**src/adc_readout_pkg.sv**
```systemverilog
// Shared constants and types for the shared-bus ADC readout block
package adc_readout_pkg;
    localparam int unsigned CORE_CLK_MHZ     = 100;
    localparam int unsigned NUM_CHANNELS     = 4;
    localparam int unsigned WORD_BITS        = 24;
    localparam int unsigned FIFO_DEPTH       = 2;
    localparam int unsigned CONV_PERIOD_MCLK = 1024;
    localparam int unsigned FRAME_WORDS      = NUM_CHANNELS + 2;
    localparam int unsigned FRAME_BITS       = FRAME_WORDS * WORD_BITS;
    localparam int unsigned FRAME_CNT_W      = $clog2(FRAME_BITS + 1);
    localparam int unsigned MCLK_CNT_W       = 16;
    localparam int unsigned STATUS_FAULT_BIT = 15;
    localparam int unsigned STATUS_OVF_BIT   = 14;
    localparam logic [15:0] STATUS_RESET     = 16'h0000;
    localparam logic [1:0]  FILL_RESET       = 2'h0;

    typedef enum logic [2:0] {
        FR_IDLE  = 3'b001,
        FR_SHIFT = 3'b010,
        FR_DONE  = 3'b100
    } frame_state_t;
endpackage : adc_readout_pkg

```
**src/sample_fifo_if.sv**
```systemverilog
// Carrier between the readout core and the two-entry result store
`timescale 1ns/1ps
`default_nettype none
interface sample_fifo_if #(parameter int unsigned WIDTH = 96);
    logic             push;
    logic [WIDTH-1:0] push_data;
    logic             pop;
    logic [WIDTH-1:0] head_data;
    logic             not_empty;
    logic             overflow;
    modport store (input push, push_data, pop, output head_data, not_empty, overflow);
    modport core  (output push, push_data, pop, input head_data, not_empty, overflow);
endinterface : sample_fifo_if
`default_nettype wire

```
**src/adc_readout.sv**
```systemverilog
// Device-side readout: master clock sync, conversion pacing, frame shift-out
// Functional notes
// - Serial output is released (high impedance) whenever chip select is high.
// - Two-entry result store; unread overflow makes data ready pulse every second period.
// - A sync falling edge after the first, off the conversion period boundary, sets the resync fault flag.
// - Sync realigns the period counter once, then acts as a continuous check, never as a conversion start.
// - A partially clocked frame leaves the result unread; it is sent again.
`timescale 1ns/1ps
`default_nettype none
module adc_readout
    import adc_readout_pkg::*;
#(
    parameter int unsigned CHANNELS  = NUM_CHANNELS,
    parameter int unsigned WBITS     = WORD_BITS,
    parameter int unsigned CONV_MCLK = CONV_PERIOD_MCLK
) (
    // Clock, reset, enable
    input  wire logic                   core_clk,
    input  wire logic                   rstn,
    input  wire logic                   clk_en,
    // Pins from the host
    input  wire logic                   master_clock_in,
    input  wire logic                   sync_reset_n,
    input  wire logic                   spi_sclk,
    input  wire logic                   spi_cs_n,
    // Conversion results from the modulator side
    input  wire logic [CHANNELS*WBITS-1:0] conv_data,
    // Pins to the host
    output logic                        spi_dout,
    output logic                        spi_dout_oe_n,
    output logic                        data_ready_n,
    // Status
    output logic                        resync_fault_flag,
    input  wire logic                   resync_fault_clear
);
    localparam int unsigned FWIDTH = CHANNELS * WBITS;
    localparam int unsigned FBITS  = (CHANNELS + 2) * WBITS;

    logic       rst_meta;
    logic       rst_n;
    logic [1:0] mclk_s;
    logic [1:0] sync_s;
    logic [1:0] sclk_s;
    logic [1:0] cs_s;
    logic       mclk_d;
    logic       sync_d;
    logic       sclk_d;
    logic       mclk_rise;
    logic       sync_edge;
    logic       sync_fall;
    logic       sclk_rise;
    logic       sclk_fall;
    logic       cs_n;
    logic [MCLK_CNT_W-1:0] mclk_cnt;
    logic       period_end;
    logic       conv_phase;
    logic       sync_seen;
    frame_state_t state;
    frame_state_t next_state;
    logic [FBITS-1:0]        shreg;
    logic [FRAME_CNT_W-1:0]  bit_cnt;
    logic [15:0]             status_word;
    logic                    frame_loaded;
    logic                    ovf_seen;

    sample_fifo_if #(.WIDTH(FWIDTH)) fifo ();

    sample_fifo #(.WIDTH(FWIDTH), .DEPTH(FIFO_DEPTH)) u_store (
        .core_clk (core_clk),
        .rst_n    (rst_n),
        .clk_en   (clk_en),
        .fifo     (fifo)
    );

    always_ff @(posedge core_clk or negedge rstn) begin
        if (!rstn) begin
            rst_meta <= 1'b0;
            rst_n    <= 1'b0;
        end else begin
            rst_meta <= 1'b1;
            rst_n    <= rst_meta;
        end
    end

    // Pin synchronisers; stage 0 feeds only stage 1
    always_ff @(posedge core_clk or negedge rst_n) begin
        if (!rst_n) begin
            mclk_s <= 2'h0;
            sync_s <= 2'h3;
            sclk_s <= 2'h0;
            cs_s   <= 2'h3;
            mclk_d <= 1'b0;
            sync_d <= 1'b1;
            sclk_d <= 1'b0;
        end else if (clk_en) begin
            mclk_s <= {mclk_s[0], master_clock_in};
            sync_s <= {sync_s[0], sync_reset_n};
            sclk_s <= {sclk_s[0], spi_sclk};
            cs_s   <= {cs_s[0], spi_cs_n};
            mclk_d <= mclk_s[1];
            sync_d <= sync_s[1];
            sclk_d <= sclk_s[1];
        end
    end

    assign mclk_rise = mclk_s[1] && !mclk_d;
    assign sync_edge = sync_s[1] != sync_d;
    assign sync_fall = sync_edge && !sync_s[1];
    assign sclk_rise = sclk_s[1] && !sclk_d;
    assign sclk_fall = !sclk_s[1] && sclk_d;
    assign cs_n      = cs_s[1];
    assign period_end = mclk_rise && (mclk_cnt == MCLK_CNT_W'(CONV_MCLK - 1));

    // Conversion period counter; a sync falling edge realigns it once
    always_ff @(posedge core_clk or negedge rst_n) begin
        if (!rst_n) begin
            mclk_cnt  <= '0;
            sync_seen <= 1'b0;
        end else if (clk_en) begin
            if (sync_fall && !sync_seen) begin
                mclk_cnt  <= '0;
                sync_seen <= 1'b1;
            end else if (period_end) begin
                mclk_cnt <= '0;
            end else if (mclk_rise) begin
                mclk_cnt <= mclk_cnt + MCLK_CNT_W'(1);
            end
        end
    end

    // Aligned sync edges land on a period boundary; others only flag, no restart
    assign conv_phase = (mclk_cnt == '0);

    always_ff @(posedge core_clk or negedge rst_n) begin
        if (!rst_n) begin
            resync_fault_flag <= 1'b0;
        end else if (clk_en) begin
            // Strobe release edge carries no timing; only the falling edge is checked
            if (sync_fall && sync_seen && !conv_phase) begin
                resync_fault_flag <= 1'b1;
            end else if (resync_fault_clear) begin
                resync_fault_flag <= 1'b0;
            end
        end
    end

    // New results enter the store each period; overflow drops oldest
    assign fifo.push      = period_end;
    assign fifo.push_data = conv_data;
    assign fifo.pop       = (state == FR_DONE) && cs_n && frame_loaded;

    always_comb begin
        status_word = STATUS_RESET;
        status_word[STATUS_FAULT_BIT] = resync_fault_flag;
        status_word[STATUS_OVF_BIT]   = ovf_seen;
    end

    // Overflow lasts one cycle; keep it until a whole frame has been read
    always_ff @(posedge core_clk or negedge rst_n) begin
        if (!rst_n) begin
            ovf_seen <= 1'b0;
        end else if (clk_en) begin
            if (fifo.overflow) begin
                ovf_seen <= 1'b1;
            end else if (fifo.pop) begin
                ovf_seen <= 1'b0;
            end
        end
    end

    always_comb begin
        next_state = state;
        case (state)
            FR_IDLE:  if (!cs_n) next_state = FR_SHIFT;
            FR_SHIFT: begin
                if (cs_n) begin
                    next_state = FR_IDLE;
                end else if (bit_cnt == FRAME_CNT_W'(FBITS)) begin
                    next_state = FR_DONE;
                end
            end
            FR_DONE:  if (cs_n) next_state = FR_IDLE;
            default:  next_state = FR_IDLE;
        endcase
    end

    always_ff @(posedge core_clk or negedge rst_n) begin
        if (!rst_n) begin
            state <= FR_IDLE;
        end else if (clk_en) begin
            state <= next_state;
        end
    end

    // Frame shifter: status word, channel words, trailing zero word
    always_ff @(posedge core_clk or negedge rst_n) begin
        if (!rst_n) begin
            shreg        <= '0;
            bit_cnt      <= '0;
            frame_loaded <= 1'b0;
        end else if (clk_en) begin
            if (state == FR_IDLE && !cs_n) begin
                shreg        <= {status_word, {(WBITS-16){1'b0}}, fifo.head_data,
                                 {WBITS{1'b0}}};
                bit_cnt      <= '0;
                frame_loaded <= fifo.not_empty;
            end else if (state == FR_SHIFT && sclk_fall && bit_cnt != FRAME_CNT_W'(FBITS)) begin
                shreg <= {shreg[FBITS-2:0], 1'b0};
            end
            if (state == FR_SHIFT && sclk_rise && bit_cnt != FRAME_CNT_W'(FBITS)) begin
                bit_cnt <= bit_cnt + FRAME_CNT_W'(1);
            end
        end
    end

    always_ff @(posedge core_clk or negedge rst_n) begin
        if (!rst_n) begin
            spi_dout      <= 1'b0;
            spi_dout_oe_n <= 1'b1;
        end else if (clk_en) begin
            spi_dout      <= shreg[FBITS-1];
            spi_dout_oe_n <= cs_n || state == FR_IDLE;
        end
    end

    // Ready falls at period end; under overflow it toggles, so it falls every second period
    always_ff @(posedge core_clk or negedge rst_n) begin
        if (!rst_n) begin
            data_ready_n <= 1'b1;
        end else if (clk_en) begin
            if (period_end && fifo.overflow && !data_ready_n) begin
                data_ready_n <= 1'b1;
            end else if (period_end) begin
                data_ready_n <= 1'b0;
            end else if (state == FR_IDLE && !cs_n) begin
                data_ready_n <= 1'b1;
            end
        end
    end
endmodule : adc_readout
`default_nettype wire

```
**src/sample_fifo.sv**
```systemverilog
// Two-entry conversion result store; a push when full drops the oldest result
`timescale 1ns/1ps
`default_nettype none
module sample_fifo
    import adc_readout_pkg::*;
#(
    parameter int unsigned WIDTH = 96,
    parameter int unsigned DEPTH = FIFO_DEPTH
) (
    // Clocking
    input  wire logic   core_clk,
    input  wire logic   rst_n,
    input  wire logic   clk_en,
    // Core side
    sample_fifo_if.store fifo
);
    localparam int unsigned IDX_W = (DEPTH > 1) ? $clog2(DEPTH) : 1;

    logic [WIDTH-1:0] mem [DEPTH];
    logic [1:0]       fill;
    logic [IDX_W-1:0] tail_idx;

    // Last occupied slot once the shift has run
    assign tail_idx = IDX_W'(fill - 2'h1);

    assign fifo.head_data = mem[0];
    assign fifo.not_empty = (fill != FILL_RESET);
    assign fifo.overflow  = fifo.push && !fifo.pop && (fill == 2'(DEPTH));

    always_ff @(posedge core_clk or negedge rst_n) begin
        if (!rst_n) begin
            fill <= FILL_RESET;
        end else if (clk_en) begin
            if (fifo.push && !fifo.pop && fill != 2'(DEPTH)) begin
                fill <= fill + 2'h1;
            end else if (fifo.pop && !fifo.push && fill != FILL_RESET) begin
                fill <= fill - 2'h1;
            end
        end
    end

    // Storage shifts toward index 0; overflow discards the oldest entry
    always_ff @(posedge core_clk) begin
        if (clk_en) begin
            if (fifo.push) begin
                if (fifo.pop || fill == 2'(DEPTH)) begin
                    for (int i = 0; i < DEPTH - 1; i++) begin
                        mem[i] <= mem[i+1];
                    end
                    // Pop and push together keep the fill, so the new entry takes the tail
                    mem[tail_idx] <= fifo.push_data;
                end else begin
                    mem[fill[0:0]] <= fifo.push_data;
                end
            end else if (fifo.pop) begin
                for (int i = 0; i < DEPTH - 1; i++) begin
                    mem[i] <= mem[i+1];
                end
            end
        end
    end
endmodule : sample_fifo
`default_nettype wire

```
**config.mk**
```make
export PLATFORM = sky130hd
export DESIGN_NAME = adc_readout
export DESIGN_NICKNAME = d
export VERILOG_FILES = /design/src/adc_readout_pkg.sv /design/src/sample_fifo_if.sv /design/src/adc_readout.sv /design/src/sample_fifo.sv
export SDC_FILE = /design/constraint.sdc
export NUM_CORES = 1
export LEC_CHECK = 0
export ABC_CLOCK_PERIOD_IN_PS = 6200
export BUFFER_PORTS_ARGS = -buffer_cell sky130_fd_sc_hd__clkbuf_2
export CORE_MARGIN = 2
export CORE_UTILIZATION = 50
export CTS_CLUSTER_DIAMETER = 120
export DETAILED_ROUTE_END_ITERATION = 12
export GPL_TIMING_DRIVEN = 0
export PLACE_DENSITY_LB_ADDON = 0.1
export SKIP_CTS_REPAIR_TIMING = 1
export SKIP_LAST_GASP = 1
export SLEW_MARGIN = 20
export SYNTH_ARGS = -nofsm -noshare
export SYNTH_HDL_FRONTEND = slang
export SYNTH_SLANG_ARGS = --single-unit
```
**constraint.sdc**
```tcl
create_clock -name core_clk -period 6.2 [get_ports core_clk]
set_input_delay 0 -clock core_clk [delete_from_list [all_inputs] [get_ports core_clk]]
set_output_delay 0 -clock core_clk [all_outputs]
set_load 0.01 [all_outputs]
```
==> flow_summary.yaml <==
run_status:
  status: "finished, final reports clean"
worst_setup_path:
  required_ns: 6.43
  cp_num_buf_inv: 5
  critPathSlowestCell: "dfstp_2"
  critPathArrivalTime_ns: 3.26
  worstSetupPathType: "reg2reg"
  slowest_delay_ns: 0.51
  crit_top_cell: "buf_8"
  path_max_fanout: 15
  crit_chain: "clkbuf_2 -> and3_1 -> and2_1 -> nor2_2 -> xnor2_1 -> nor3_4 -> buf_8 -> buf_8 -> buf_8 -> buf_6"
  cp-start-kind: "flip-flop"
  cp_top_family: "simple AND/OR/NAND/NOR gates"
  critPathCaptureType: "flip-flop"
yosys:
  synth_area_leaders: "edfxtp_1 (35%), dfrtp_1 (25%), mux2_2 (8.5%), mux2_4 (7.4%), nand2_1 (6.1%)"
  synth_edf_count: 192
  ys_types: 58
  netlist.top_cell.by_area: "edfxtp_1"
  syn_avg_cell_area_um2: 12.54
  ys_ff_latch: 361
  ys_seq_area_share_pct: 61.57
  ys_warn_count: 0
  synth.area.mux_share_pct: 16.04
  syn_area_um2: 16250
  synthArstFlopShare_pct: 46.81
  ys.flop_type: "edfxtp_1"
  syn_inst: 1296
  yosys.area_share.simple_pct: 11.54
  synth_compound_area_share_pct: 6.868
  synth_top_family_by_area: "multiplexers"
  synth_fa_ha_area_share_pct: 0.4620
  synth_top_area_share_pct: 35.48
  syn-num-nets: 1406
  synth_xor_xnor_area_share_pct: 0.7007
timing:
  finClkSkew_ns: 0.02431
  tightest_slew_ns: 0.8191
  fmax_mhz: 329.7
  rsz0062_at_grt: "false"
  slew_headroom_pct: 45.39
  min_period_ns: 3.033
  whs_ns: 0.1196
  final-hold-violation-count: 0
  drv_slew: 0
  post-route-period-util_pct: 48.92
  setup_viol: 0
flow_run:
  drv_cap: 0
finish:
  drive_gt1_share_pct: 28.28
  stdcell_area_um2: 19900
  fin_nets: 1671
  final_common_cell: "nand2_1"
  seq_area_um2: 10010
  multi_input_area_um2: 5809
  layout_common_cells: "nand2_1 (264), edfxtp_1 (192), dfrtp_1 (160)"
  n_fill_cell: 2593
  syn2layout_area_growth_pct: 22.45
placed_design:
  dpl_cell_area_um2: 17640
  dpl.hpwl_um: 21550
  gp_congestion: 0.7817
  numPortBuffers: 107
global_route:
  grt_pass1_wl_um: 53220
  gr-total-overflow: 0
  grt_usage_pct: 19.67
  grt_max_degree: 54
  grt_pass1_vias: 10177
  antenna_found_initial: 1
die:
  initial_core_util_pct: 50.33
  ios: 108
  die-area_um2: 33960
  rows: 66
  core_um2: 32290
  die_x_um: 184.3
  die_h_um: 184.3
clock_tree:
  tritoncts: "yes"
  cts_inserted_buffers: 39
  htreeDepth: 2
  worstSkewPairLatency_ns: 0.54
  clockBufferDepth: 3
  clock-sinks: 361
  cts.clk_slew.worst_paths_ns: 0.06
  clockRootBuffer: "clkbuf_16"
power_and_ir_drop:
  p_switching_mw: 1.996
  internal_power_mw: 4.700
  p_leak_nw: 7.565
  clkPwrFrac_pct: 33.3
  powerDensity_nw_per_um2: 336.5
  power.share.switching_pct: 29.81
  ir_worst_vdd_uv: 230.2
  combPwrFrac_pct: 20.1
  seq_power_share_pct: 46.6
routing:
  vias: 10658
  detail-route-antenna-nets: 0
  viasPerCell: 5.240
  drtIter0Drc: 647
  post-route-drc-count: 0
  wl_um: 33310
  first_pass_iters: 5
  drt-wirelength-per-cell_um: 16.38
hold_path:
  hold_path.class: "in2reg"
==> sequential cells by signal, indices dropped and copies added, names as in the netlist <==
signal and cells:
data_ready_n 1, sync_d 1, frame_loaded 1, mclk_d 1, bit_cnt 8, resync_fault_flag 1
spi_dout_oe_n 1, ovf_seen 1, shreg 120, cs_s 2, u_store.mem 192, sclk_d 1
spi_dout 1, mclk_cnt 16, sclk_s 2, u_store.fill 2, state 3, sync_s 2
sync_seen 1, rst_n 1, rst_meta 1, mclk_s 2
==> through the flow <==
stage	instances	setup slack [ns]	TNS [ns]	utilization (%)	power [mW]
floorplan	1296	0.04372	0	-	4.052
global placement	1845	-2.392	-559.83	53.71	4.398
detailed placement	1859	3.157	0	54.63	4.457
CTS	1930	3.137	0	58.42	6.703
global route	2034	2.987	0	61.63	7.094
finish	2034	3.167	0	61.63	6.695
==> tightest hold or removal path, delay by kind of cell <==
family	cells	cell delay, ns
compound gates	2	0.32
buf+inv	1	0.10
simple gates	1	0.17
==> Yosys cell counts, types with 4 or more instances <==
library cell / instances
a21o_1: 5
a21oi_1: 12
a31oi_1: 99
and3_1: 5
buf_2: 35
buf_6: 10
clkbuf_1: 32
dfrtp_1: 161
dfstp_2: 8
edfxtp_1: 192
ha_1: 6
inv_1: 9
mux2_2: 123
mux2_4: 80
nand2_1: 264
nand2b_1: 4
nand3_1: 7
nand4_1: 7
nor2_1: 115
nor3_1: 4
o21ai_0: 40
o21ai_2: 4
o31ai_1: 4
xnor2_1: 9
xor2_1: 4
==> power by group through the flow <==
stage	Clock, mW	Sequential [mW]	Combinational, mW
finish	2.23	3.12	1.34
global route	2.38	3.17	1.55
CTS	2.28	3.12	1.31
detailed placement	0	3.16	1.30
global placement	0	3.17	1.23
floorplan	0	3.11	0.943
==> final cells by class <==
type	count	share of cell area (%)
Inverter	9	0.1698
Sequential cell	361	50.30
Clock inverter	16	0.5911
Buffer	80	2.113
Antenna cell	1	0.01258
Multi-Input combinational cell	846	29.20
Timing Repair Buffer	224	9.275
Clock buffer	55	5.565
Tap cell	442	2.779
==> kinds of logic (layout without fill, tap and decap cells) <==
group	Yosys count	after routing
buffers and inverters	89	384
flip-flops	361	361
AO/OA/AOI/OAI	180	180
other	1	2
adder cells (fa/ha/maj)	6	6
AND/OR/NAND/NOR	441	441
XOR/XNOR	13	13
multiplexers	205	205
==> path summary, 6_finish.rpt <==
check / cells past startpoint / slack, ns / start / end
min reg2reg: 0 / 0.21 / rst_n$_DFF_PN0_ / shreg[74]$_DFFE_PN0P_
max in group asynchronous: 3 / 4.79 / rst_n$_DFF_PN0_ / sync_s[0]$_DFFE_PN1P_
min: 4 / 0.12 / clk_en / mclk_cnt[9]$_DFFE_PN0P_
max reg2reg: 10 / 3.17 / cs_s[1]$_DFFE_PN1P_ / u_store.mem[1][70]$_DFFE_PP_
min in group asynchronous: 0 / 0.21 / rst_n$_DFF_PN0_ / shreg[74]$_DFFE_PN0P_
max: 10 / 3.17 / cs_s[1]$_DFFE_PN1P_ / u_store.mem[1][70]$_DFFE_PP_
==> routing by layer <==
metal	GRT usage, %	share of wire, %	vias up
li1	-	-	5176
met1	28.44	48	5254
met2	31.25	47	183
met3	3.240	3.3	45
met4	4.768	1.7	0
met5	0	0	-
(Power assumes the default switching activity.)
